$ cat config.mk
export PLATFORM = sky130hd
export DESIGN_NAME = tap_detect_and_offset_trim
export DESIGN_NICKNAME = d
export VERILOG_FILES = /design/src/design/tap_trim_pkg.sv /design/src/design/tap_detect_and_offset_trim.sv
export VERILOG_INCLUDE_DIRS = /design/src /design/src/design
export SDC_FILE = /design/constraint.sdc
export NUM_CORES = 1
export LEC_CHECK = 0
export BUFFER_PORTS_ARGS = -buffer_cell sky130_fd_sc_hd__buf_2
export CORE_MARGIN = 1
export CORE_UTILIZATION = 30
export CTS_CLUSTER_SIZE = 30
export DETAILED_ROUTE_END_ITERATION = 10
export PLACE_DENSITY = 0.47
export SYNTH_ARGS = -nofsm -noshare
export SYNTH_HDL_FRONTEND = slang
export SYNTH_SLANG_ARGS = --single-unit
$ cat constraint.sdc
create_clock -name ref_clk -period 9.9 [get_ports ref_clk]
set_clock_uncertainty 0.15 [all_clocks]
set_input_delay 0 -clock ref_clk [delete_from_list [all_inputs] [get_ports ref_clk]]
set_output_delay 0 -clock ref_clk [all_outputs]
set_load 0.05 [all_outputs]
$ cat src/design/tap_trim_params.svh
`ifndef TAP_TRIM_PARAMS_SVH
`define TAP_TRIM_PARAMS_SVH

// Register offsets
`define ADDR_TAP_LEVEL 6'h1D
`define ADDR_OFS_X 6'h1E
`define ADDR_OFS_Y 6'h1F
`define ADDR_OFS_Z 6'h20
`define ADDR_TAP_MAX 6'h21
`define ADDR_TAP_GAP 6'h22
`define ADDR_TAP_SPAN 6'h23
`define ADDR_TAP_AXES 6'h2A
`define ADDR_TAP_SRC 6'h2B
`define ADDR_IRQ_EN 6'h2E
`define ADDR_IRQ_CAUSE 6'h30
`define ADDR_OUT_X_LO 6'h32
`define ADDR_OUT_X_HI 6'h33
`define ADDR_OUT_Y_LO 6'h34
`define ADDR_OUT_Y_HI 6'h35
`define ADDR_OUT_Z_LO 6'h36
`define ADDR_OUT_Z_HI 6'h37
`define ADDR_MODE 6'h3C

// Field positions
`define AXES_SUPPRESS 3
`define AXES_X 2
`define AXES_Y 1
`define AXES_Z 0
`define SRC_ASLEEP 3
`define CAUSE_DREADY 7
`define CAUSE_SINGLE 6
`define CAUSE_DOUBLE 5
`define CAUSE_ACT 4
`define CAUSE_INACT 3
`define MODE_LINK 5
`define MODE_AUTOSLEEP 4
`define MODE_FULL_RES 3

// Reset values
`define RESET_BYTE 8'h00

// Tap level weight relative to sample LSB, as a left shift
`define TAP_LEVEL_SHIFT 5

`endif

$ cat src/design/tap_trim_pkg.sv
package tap_trim_pkg;

  typedef enum logic [5:0] {
    TAP_IDLE = 6'h01,
    TAP_FIRST = 6'h02,
    TAP_GAP = 6'h04,
    TAP_SPAN = 6'h08,
    TAP_SECOND = 6'h10,
    TAP_WAIT_LOW = 6'h20
  } tap_state_t;

  typedef struct packed {
    logic [7:0] tap_level;
    logic [7:0] ofs_x;
    logic [7:0] ofs_y;
    logic [7:0] ofs_z;
    logic [7:0] tap_max;
    logic [7:0] tap_gap;
    logic [7:0] tap_span;
    logic [7:0] tap_axes;
    logic [7:0] tap_src;
    logic [7:0] irq_en;
    logic [7:0] irq_cause;
    logic [7:0] mode;
    tap_state_t tstate;
    logic [8:0] cnt;
    logic [2:0] first_axis;
    logic act_armed;
    logic asleep;
    logic [15:0] out_x;
    logic [15:0] out_y;
    logic [15:0] out_z;
    logic [7:0] rdata;
  } trim_state_t;

endpackage

$ cat src/design/tap_detect_and_offset_trim.sv
// Summary of operation
// Tap in progress when any participating axis magnitude reaches tap level.
// Tap max time is the longest above-level excursion that still counts.
// Latency from end of first tap before second-tap span opens.
// Second tap must start within span after latency; may end later.
// Single-only mode fires single tap on fall below level within max time.
// With double enabled, single tap waits until double is settled.
// Suppress bit: above-level sample during latency invalidates double tap.
// Above level when span opens invalidates double tap.
// Second tap longer than max time invalidates double at that limit.
// Tap causes only set when their enable bits are set.
// Each axis takes part only when its axis enable bit is set.
// Host programs gap and span nonzero for double tap to work.
// Host should use gap and span above 0x10 and level above 3 g.
// Tap event records first axis over level; never cleared, only overwritten.
// Detection runs on unfiltered samples at the common sampling rate.
// Link mode alternates: activity sought only after inactivity; the code arms activity first out of reset.
// Reading cause clears activity/inactivity; pending activity blocks autosleep.
// Asleep state shown by a bit in tap source flags.
// Data-ready cause suppressed while asleep.
// Signed 8-bit trim added per axis before output data registers.
// Trim weight fixed; scaled to the active output resolution.
// Trim registers reset to 0x00.
// Each axis output is two's complement, low byte then high byte.
// Tap times counted in whole sample periods, compared once per sample.
`timescale 1ns/1ps
`default_nettype none
`include "tap_trim_params.svh"

module tap_detect_and_offset_trim #(
  parameter int SAMPLE_W = 13
) (
  // Clock and reset
  input wire logic ref_clk,
  input wire logic reset_n,
  // Register port
  input wire logic [5:0] reg_addr,
  input wire logic [7:0] reg_wdata,
  input wire logic reg_wr,
  input wire logic reg_rd,
  output logic [7:0] reg_rdata,
  // Unfiltered samples at the internal rate
  input wire logic raw_valid,
  input wire logic signed [SAMPLE_W-1:0] raw_x,
  input wire logic signed [SAMPLE_W-1:0] raw_y,
  input wire logic signed [SAMPLE_W-1:0] raw_z,
  // Filtered, decimated samples for the output registers
  input wire logic out_valid,
  input wire logic signed [15:0] meas_x,
  input wire logic signed [15:0] meas_y,
  input wire logic signed [15:0] meas_z,
  // Activity detector events
  input wire logic act_event,
  input wire logic inact_event,
  // Status
  output logic asleep
);

  ////////////////////////////////////////////////////////////////////////////
  // Helpers

  function automatic logic over_level(input logic signed [SAMPLE_W-1:0] v,
                                      input logic [7:0] lvl);
    logic [SAMPLE_W-1:0] mag;
    logic [15:0] thr;
    mag = v[SAMPLE_W-1] ? SAMPLE_W'(-v) : SAMPLE_W'(v);
    thr = 16'({lvl, 5'h00});
    // Shift kept in step with the header constant
    thr = 16'({8'h00, lvl} << `TAP_LEVEL_SHIFT);
    over_level = 16'(mag) >= thr;
  endfunction

  // Trim LSB is four output LSBs at the finest scale
  function automatic logic [15:0] trim_scaled(input logic [7:0] ofs,
                                              input logic [7:0] mode);
    logic signed [15:0] t;
    t = 16'(signed'(ofs));
    if (mode[`MODE_FULL_RES])
      trim_scaled = t <<< 2;
    else
    begin
      case (mode[1:0])
        2'h0: trim_scaled = t <<< 2;
        2'h1: trim_scaled = t <<< 1;
        2'h2: trim_scaled = t;
        default: trim_scaled = t >>> 1;
      endcase
    end
  endfunction

  // Sum wraps at 16 bits; no saturation, the host owns the headroom
  function automatic logic [15:0] trimmed(input logic [15:0] meas,
                                          input logic [7:0] ofs,
                                          input logic [7:0] mode);
    trimmed = meas + trim_scaled(ofs, mode);
  endfunction

  // Output bytes; reading any of them consumes data ready
  function automatic logic is_out_addr(input logic [5:0] a);
    is_out_addr = (a >= `ADDR_OUT_X_LO) && (a <= `ADDR_OUT_Z_HI);
  endfunction

  // Fixed x, y, z priority when several axes cross on one sample
  function automatic logic [2:0] first_axis_of(input logic [2:0] h);
    if (h[2])
      first_axis_of = 3'h4;
    else if (h[1])
      first_axis_of = 3'h2;
    else
      first_axis_of = 3'h1;
  endfunction

  ////////////////////////////////////////////////////////////////////////////
  // State

  tap_trim_pkg::trim_state_t s_r;
  tap_trim_pkg::trim_state_t s_nxt;

  logic [2:0] hit;
  logic above;
  logic dbl_on;
  logic single_fire;
  logic double_fire;
  logic cause_rd;
  logic data_rd;
  logic act_ok;
  logic inact_ok;
  logic [8:0] cnt_inc;
  logic [7:0] rd_mux;

  assign reg_rdata = s_r.rdata;
  assign asleep = s_r.asleep;

  ////////////////////////////////////////////////////////////////////////////
  // Next state

  always_comb
  begin
    s_nxt = s_r;
    single_fire = 1'b0;
    double_fire = 1'b0;
    cnt_inc = s_r.cnt + 9'h001;
    hit[2] = s_r.tap_axes[`AXES_X] && over_level(raw_x, s_r.tap_level);
    hit[1] = s_r.tap_axes[`AXES_Y] && over_level(raw_y, s_r.tap_level);
    hit[0] = s_r.tap_axes[`AXES_Z] && over_level(raw_z, s_r.tap_level);
    above = |hit;
    // Double tap needs nonzero gap and span
    dbl_on = s_r.irq_en[`CAUSE_DOUBLE] && (s_r.tap_gap != 8'h00)
             && (s_r.tap_span != 8'h00);
    cause_rd = reg_rd && (reg_addr == `ADDR_IRQ_CAUSE);
    data_rd = reg_rd && is_out_addr(reg_addr);

    // Tap sequencer, one step per raw sample
    if (raw_valid)
    begin
      case (s_r.tstate)
        // Wait for any enabled axis to reach level
        tap_trim_pkg::TAP_IDLE:
        begin
          if (above)
          begin
            s_nxt.tstate = tap_trim_pkg::TAP_FIRST;
            s_nxt.cnt = 9'h001;
            // First axis over level, x before y before z
            s_nxt.first_axis = first_axis_of(hit);
          end
        end
        // First excursion, bounded by the max time
        tap_trim_pkg::TAP_FIRST:
        begin
          if (above)
          begin
            s_nxt.cnt = cnt_inc;
            if (cnt_inc > {1'b0, s_r.tap_max})
              s_nxt.tstate = tap_trim_pkg::TAP_WAIT_LOW;
          end
          else if (dbl_on)
          begin
            s_nxt.tstate = tap_trim_pkg::TAP_GAP;
            s_nxt.cnt = 9'h000;
          end
          else
          begin
            single_fire = 1'b1;
            s_nxt.tstate = tap_trim_pkg::TAP_IDLE;
          end
        end
        // Latency after the first tap
        tap_trim_pkg::TAP_GAP:
        begin
          if (above && s_r.tap_axes[`AXES_SUPPRESS])
          begin
            single_fire = 1'b1;
            s_nxt.tstate = tap_trim_pkg::TAP_WAIT_LOW;
          end
          else
          begin
            s_nxt.cnt = cnt_inc;
            if (cnt_inc >= {1'b0, s_r.tap_gap})
            begin
              s_nxt.tstate = tap_trim_pkg::TAP_SPAN;
              s_nxt.cnt = 9'h000;
            end
          end
        end
        // Window in which a second tap may start
        tap_trim_pkg::TAP_SPAN:
        begin
          if (above && (s_r.cnt == 9'h000))
          begin
            // Still high as the span opens
            single_fire = 1'b1;
            s_nxt.tstate = tap_trim_pkg::TAP_WAIT_LOW;
          end
          else if (above)
          begin
            s_nxt.tstate = tap_trim_pkg::TAP_SECOND;
            s_nxt.cnt = 9'h001;
          end
          else
          begin
            s_nxt.cnt = cnt_inc;
            if (cnt_inc > {1'b0, s_r.tap_span})
            begin
              single_fire = 1'b1;
              s_nxt.tstate = tap_trim_pkg::TAP_IDLE;
            end
          end
        end
        // Second excursion, bounded by the max time
        tap_trim_pkg::TAP_SECOND:
        begin
          if (above)
          begin
            s_nxt.cnt = cnt_inc;
            if (cnt_inc > {1'b0, s_r.tap_max})
            begin
              single_fire = 1'b1;
              s_nxt.tstate = tap_trim_pkg::TAP_WAIT_LOW;
            end
          end
          else
          begin
            // Second tap may end after the span has closed
            single_fire = 1'b1;
            double_fire = 1'b1;
            s_nxt.tstate = tap_trim_pkg::TAP_IDLE;
          end
        end
        tap_trim_pkg::TAP_WAIT_LOW:
        begin
          // Re-arm only once the excursion is over
          if (!above)
            s_nxt.tstate = tap_trim_pkg::TAP_IDLE;
        end
        default:
        begin
          s_nxt.tstate = tap_trim_pkg::TAP_IDLE;
          s_nxt.cnt = 9'h000;
        end
      endcase
    end

    single_fire = single_fire && s_r.irq_en[`CAUSE_SINGLE];
    double_fire = double_fire && s_r.irq_en[`CAUSE_DOUBLE];
    if (single_fire || double_fire)
      s_nxt.tap_src[2:0] = s_r.first_axis;

    // Link mode: activity and inactivity take turns
    act_ok = act_event && (!s_r.mode[`MODE_LINK] || s_r.act_armed);
    inact_ok = inact_event && (!s_r.mode[`MODE_LINK] || !s_r.act_armed);
    if (act_ok)
      s_nxt.act_armed = 1'b0;
    if (inact_ok)
      s_nxt.act_armed = 1'b1;

    // Sticky causes: a read clears, a new event in the same cycle wins
    if (cause_rd)
    begin
      s_nxt.irq_cause[`CAUSE_ACT] = 1'b0;
      s_nxt.irq_cause[`CAUSE_INACT] = 1'b0;
      s_nxt.irq_cause[`CAUSE_SINGLE] = 1'b0;
      s_nxt.irq_cause[`CAUSE_DOUBLE] = 1'b0;
    end
    if (data_rd)
      s_nxt.irq_cause[`CAUSE_DREADY] = 1'b0;
    if (single_fire)
      s_nxt.irq_cause[`CAUSE_SINGLE] = 1'b1;
    if (double_fire)
      s_nxt.irq_cause[`CAUSE_DOUBLE] = 1'b1;
    if (act_ok && s_r.irq_en[`CAUSE_ACT])
      s_nxt.irq_cause[`CAUSE_ACT] = 1'b1;
    if (inact_ok && s_r.irq_en[`CAUSE_INACT])
      s_nxt.irq_cause[`CAUSE_INACT] = 1'b1;

    // Autosleep
    if (act_ok || !s_r.mode[`MODE_AUTOSLEEP])
      s_nxt.asleep = 1'b0;
    else if (inact_ok && !s_r.irq_cause[`CAUSE_ACT])
      s_nxt.asleep = 1'b1;
    s_nxt.tap_src[`SRC_ASLEEP] = s_nxt.asleep;

    // Output data with trim
    if (out_valid)
    begin
      s_nxt.out_x = trimmed(meas_x, s_r.ofs_x, s_r.mode);
      s_nxt.out_y = trimmed(meas_y, s_r.ofs_y, s_r.mode);
      s_nxt.out_z = trimmed(meas_z, s_r.ofs_z, s_r.mode);
      if (!s_r.asleep && s_r.irq_en[`CAUSE_DREADY])
        s_nxt.irq_cause[`CAUSE_DREADY] = 1'b1;
    end

    // Register writes; read-only and unmapped addresses ignore writes
    if (reg_wr)
    begin
      case (reg_addr)
        `ADDR_TAP_LEVEL: s_nxt.tap_level = reg_wdata;
        `ADDR_OFS_X: s_nxt.ofs_x = reg_wdata;
        `ADDR_OFS_Y: s_nxt.ofs_y = reg_wdata;
        `ADDR_OFS_Z: s_nxt.ofs_z = reg_wdata;
        `ADDR_TAP_MAX: s_nxt.tap_max = reg_wdata;
        `ADDR_TAP_GAP: s_nxt.tap_gap = reg_wdata;
        `ADDR_TAP_SPAN: s_nxt.tap_span = reg_wdata;
        `ADDR_TAP_AXES: s_nxt.tap_axes = {4'h0, reg_wdata[3:0]};
        `ADDR_IRQ_EN: s_nxt.irq_en = {reg_wdata[7:3], 3'h0};
        `ADDR_MODE: s_nxt.mode = {2'h0, reg_wdata[5:3], 1'b0, reg_wdata[1:0]};
        default: s_nxt.rdata = s_nxt.rdata;
      endcase
    end

    // Register reads, answered in the next cycle only
    case (reg_addr)
      `ADDR_TAP_LEVEL: rd_mux = s_r.tap_level;
      `ADDR_OFS_X: rd_mux = s_r.ofs_x;
      `ADDR_OFS_Y: rd_mux = s_r.ofs_y;
      `ADDR_OFS_Z: rd_mux = s_r.ofs_z;
      `ADDR_TAP_MAX: rd_mux = s_r.tap_max;
      `ADDR_TAP_GAP: rd_mux = s_r.tap_gap;
      `ADDR_TAP_SPAN: rd_mux = s_r.tap_span;
      `ADDR_TAP_AXES: rd_mux = s_r.tap_axes;
      `ADDR_TAP_SRC: rd_mux = s_r.tap_src;
      `ADDR_IRQ_EN: rd_mux = s_r.irq_en;
      `ADDR_IRQ_CAUSE: rd_mux = s_r.irq_cause;
      `ADDR_OUT_X_LO: rd_mux = s_r.out_x[7:0];
      `ADDR_OUT_X_HI: rd_mux = s_r.out_x[15:8];
      `ADDR_OUT_Y_LO: rd_mux = s_r.out_y[7:0];
      `ADDR_OUT_Y_HI: rd_mux = s_r.out_y[15:8];
      `ADDR_OUT_Z_LO: rd_mux = s_r.out_z[7:0];
      `ADDR_OUT_Z_HI: rd_mux = s_r.out_z[15:8];
      `ADDR_MODE: rd_mux = s_r.mode;
      default: rd_mux = 8'h00;
    endcase
    s_nxt.rdata = reg_rd ? rd_mux : 8'h00;
  end

  ////////////////////////////////////////////////////////////////////////////
  // Registers

  // Link mode starts out armed for activity
  always_ff @(posedge ref_clk or negedge reset_n)
  begin
    if (!reset_n)
    begin
      s_r <= '0;
      s_r.tstate <= tap_trim_pkg::TAP_IDLE;
      s_r.act_armed <= 1'b1;
    end
    else
      s_r <= s_nxt;
  end

endmodule // tap_detect_and_offset_trim
`default_nettype wire

==> impl_summary.log <==
[metrics] run status: finished clean
[metrics] Gates resized, CTS repair: 0
[metrics] RePlAce Congestion: 0.882
[metrics] worst-case hold path end point: s_r[46]$_DFFE_PN0P_
[metrics] global route overflow: 0
[metrics] final HPWL from detailed placement: 29,100 um
[metrics] insertion delay of the later-clocked pin in the worst-skew pair: 0.44 ns
[metrics] die width: 199 um
[metrics] Final Critical Period: 5.64 ns
[metrics] Core Rows: 71
[metrics] number of buffers inserted for hold repair after clock tree synthesis: 62
[metrics] leak pwr: 6.18 nW
[metrics] biggest fanout along the worst timing path: 28
[metrics] number of buffers added by the clock tree synthesis step: 17
[metrics] Critical Path Source: s_r[79]$_DFFE_PN0P_
[metrics] most common library cell in the layout ignoring fill and taps: sky130_fd_sc_hd__dfrtp_1
[metrics] Least-Margin Pin Slew: 1.33 ns
[metrics] maximum count of clock buffers along a single path: 2
[metrics] DRT Pass-1 Iters: 5
[metrics] required time worst endpoint: 10.08 ns
[metrics] commonest register cell after synthesis: sky130_fd_sc_hd__dfrtp_1
[metrics] classification of the worst setup path: reg -> reg
[metrics] number of buffers inserted by post-CTS setup repair: 0
[metrics] Min-Delay Path Class: in -> reg
[metrics] synthesized cell area: 11,600 um2
[metrics] top library cells by usage in the layout, fill and taps aside: sky130_fd_sc_hd__dfrtp_1, sky130_fd_sc_hd__buf_2, sky130_fd_sc_hd__mux2_2, sky130_fd_sc_hd__ha_1, sky130_fd_sc_hd__nand2_1
[metrics] Slew Limit Fails: 0
[metrics] biggest area contributors in the synthesized netlist: sky130_fd_sc_hd__dfrtp_1, sky130_fd_sc_hd__mux2_2, sky130_fd_sc_hd__ha_1
[metrics] crit end category: flip-flop
[metrics] longest individual stage delay on the worst path: 1.16 ns
[metrics] clock-pin slew on the worst setup and hold paths: 0.07 ns
[metrics] number of nets in the synthesized netlist: 1,423
[metrics] global-route wire length before repair: 59,700 um
[metrics] Min-Delay Startpoint: meas_x[6]
[metrics] final wirelength: 38,500 um
[metrics] area delta synth->final: 19.6%
[metrics] Setup Total Neg Slack: 0 ns
[metrics] depth of the CTS H-tree: 4
[metrics] launch instance of the worst register-to-register path: s_r[79]$_DFFE_PN0P_
[metrics] DR DRC count: 0
[metrics] Worst IR Drop VDD: 0.112 mV
[metrics] number of antenna violations at the first check in global routing: 1
[metrics] count of vias placed by the detailed router: 10,200
[metrics] IO Count: 118
[metrics] relative max-transition margin: 11.4%
[metrics] most repeated library cell on the critical path: sky130_fd_sc_hd__o21ai_0
[metrics] number of cells on the worst reg-to-reg path: 14
[metrics] full die area: 39,500 um2
[metrics] number of DRC violations after detailed-routing iteration 0: 750
[metrics] Worst path top cell family by delay: compound AO/OA/AOI/OAI gates
[metrics] Port Buffers: 117
[metrics] Syn Inst Count: 1,216
[metrics] buffers and inverters on the worst path: 2
[metrics] sequential cell area fraction in the yosys report: 33.2%
[metrics] standard cell with the maximum stage delay on the critical path: sky130_fd_sc_hd__nor2b_1
[metrics] via/cell ratio: 5.34
[metrics] overall global routing resource usage: 20.0%
[metrics] net count reported at finish: 1,588
[metrics] WL/cell: 20.2 um
[metrics] final setup violating endpoints: 0
[metrics] pwr/cell area: 173 nW/um2
[metrics] synth warn: 0
[metrics] fill cell total of the finished layout: 3,942
[metrics] area share of the leading cell type in the synthesized netlist: 32.8%
[metrics] number of enable-type register cells in the synthesized netlist: 0
[metrics] Synth area leader: sky130_fd_sc_hd__dfrtp_1
[metrics] count of cell types in the netlist: 86
[metrics] core area: 37,800 um2
[metrics] achievable frequency: 177 MHz
[metrics] clock tree sinks: 154
[metrics] DIE HEIGHT: 199 um
[metrics] average footprint of a synthesized cell: 9.54 um2
[metrics] count of max-cap constraint violations: 0
[metrics] Hold Slack: 0.0122 ns
[metrics] maximum number of pins on one net before global-route repair: 57
[metrics] final-report hold violation count: 0
[metrics] worst endpoint data arrival time: 5.81 ns
[metrics] RSZ-0062 raised after global routing: false
[metrics] number of synthesized register bits: 154
[metrics] critical path cell sequence: nor2b_1 > a221oi_1 > ha_1 > o21ai_0 > o21ai_0 > a31oi_1 > a2111oi_0 > o21ai_0 > nand2b_1 > a21oi_1 > nor2_1 > dlygate4sd3_1 > nor3_1 > dlygate4sd3_1
[metrics] r2r setup slk: 4.26 ns
[metrics] Setup crit start kind: flip-flop
[metrics] number of global-route vias before repair: 9,983
[metrics] reg-to-reg critical path endpoint: s_r[55]$_DFFE_PN0P_
[metrics] number of antenna-violating nets in the routed design: 0
[metrics] Async S/R FF share, synth: 100%
[metrics] ratio of cells with drive above 1 in the final layout: 21.3%
[metrics] effective utilization at floorplan: 30.7%
[metrics] post-route fraction of the period consumed by the critical path: 56.9%
[metrics] cell count of the worst hold path: 4
[metrics] root buffer cell: sky130_fd_sc_hd__clkbuf_16
[metrics] clock tree from TritonCTS: done
## worst min-delay path: stages
cell	delay [ns]
sky130_fd_sc_hd__buf_2	0.11
sky130_fd_sc_hd__ha_1	0.20
sky130_fd_sc_hd__xnor2_1	0.13
sky130_fd_sc_hd__mux2_2	0.14
## logic make-up (layout without fill, tap and decap cells)
group                      count (synthesis)  count (layout)  share of synthesized area (%)
AOI/OAI and AO/OA                        321             321                           19.1
buffers and inverters                    108             286                           3.87
adders and majority gates                 98              98                           10.8
other                                      0               2                              0
and+or+nand+nor                          337             337                           14.5
muxes                                    136             136                           13.8
DFF                                      154             154                           33.2
xor gates and xnor gates                  62              62                           4.68
## flip-flops by register name, indices dropped and copies added, names as in the netlist
register	cells
asleep	1
reg_rdata	8
s_r	145
## routing by layer
layer / GRT usage (%) / part of all wire, %
met4: 4.90 / 1.6
met2: 31.2 / 44
met1: 28.8 / 49
met5: 0 / 0
met3: 3.20 / 5.6
## Yosys cell counts, drive strengths merged (8+ instances only)
cell type / number
a22oi: 16
inv: 65
nor4: 9
mux2i: 19
ha: 95
clkbuf: 25
nand2: 88
nor2: 84
a22o: 17
dfrtp: 152
nor2b: 25
o31ai: 12
xnor2: 48
nand4: 8
nand3: 28
a21oi: 74
or3: 10
o21ai: 73
a31oi: 14
mux2: 110
a221oi: 20
nand2b: 11
buf: 18
a21o: 18
xor2: 14
and3: 10
nor3: 25
and2: 8
or4: 8
## how the worst max path moves through the flow
stage	end	cells after the start
3_5_place_dp	s_r[39]$_DFFE_PN0P_	13
5_1_grt	s_r[55]$_DFFE_PN0P_	15
2_1_floorplan	s_r[54]$_DFFE_PN0P_	16
6_report	s_r[55]$_DFFE_PN0P_	14
3_3_place_gp	s_r[39]$_DFFE_PN0P_	13
4_1_cts	s_r[55]$_DFFE_PN0P_	14
## cell type report
cell class | instances | area, um2 | area share [%]
diodes | 2 | 5.00 | 0.0361
clock buffers | 19 | 433 | 3.12
clock inverters | 13 | 110 | 0.794
inverters | 65 | 244 | 1.76
multi-input cells | 954 | 7300 | 52.6
flip-flops and latches | 154 | 3860 | 27.8
well taps | 511 | 639 | 4.61
repair buffers | 189 | 1290 | 9.28
## per-stage QoR
stage                     utilization (%)  setup slack (ns)  std cells  area, um2  total power, mW
final                                36.7              4.26       1907      13900             2.40
after CTS                            36.6              4.39       1905      13900             2.41
after detailed placement             33.6              5.28       1811      12700             1.74
after global routing                 36.6              3.95       1905      13900             2.55
after global placement               33.6              5.26       1811      12700             1.73
after floorplan                         -              6.18       1216      11600             1.45
## where the power goes
group	total, mW	leakage (nW)	switching (mW)	internal [mW]
combinational	0.851	3.95	0.448	0.403
sequential	0.920	1.98	0.164	0.757
clock	0.632	0.255	0.305	0.328
Note: power is estimated with default switching activity, not from simulation.
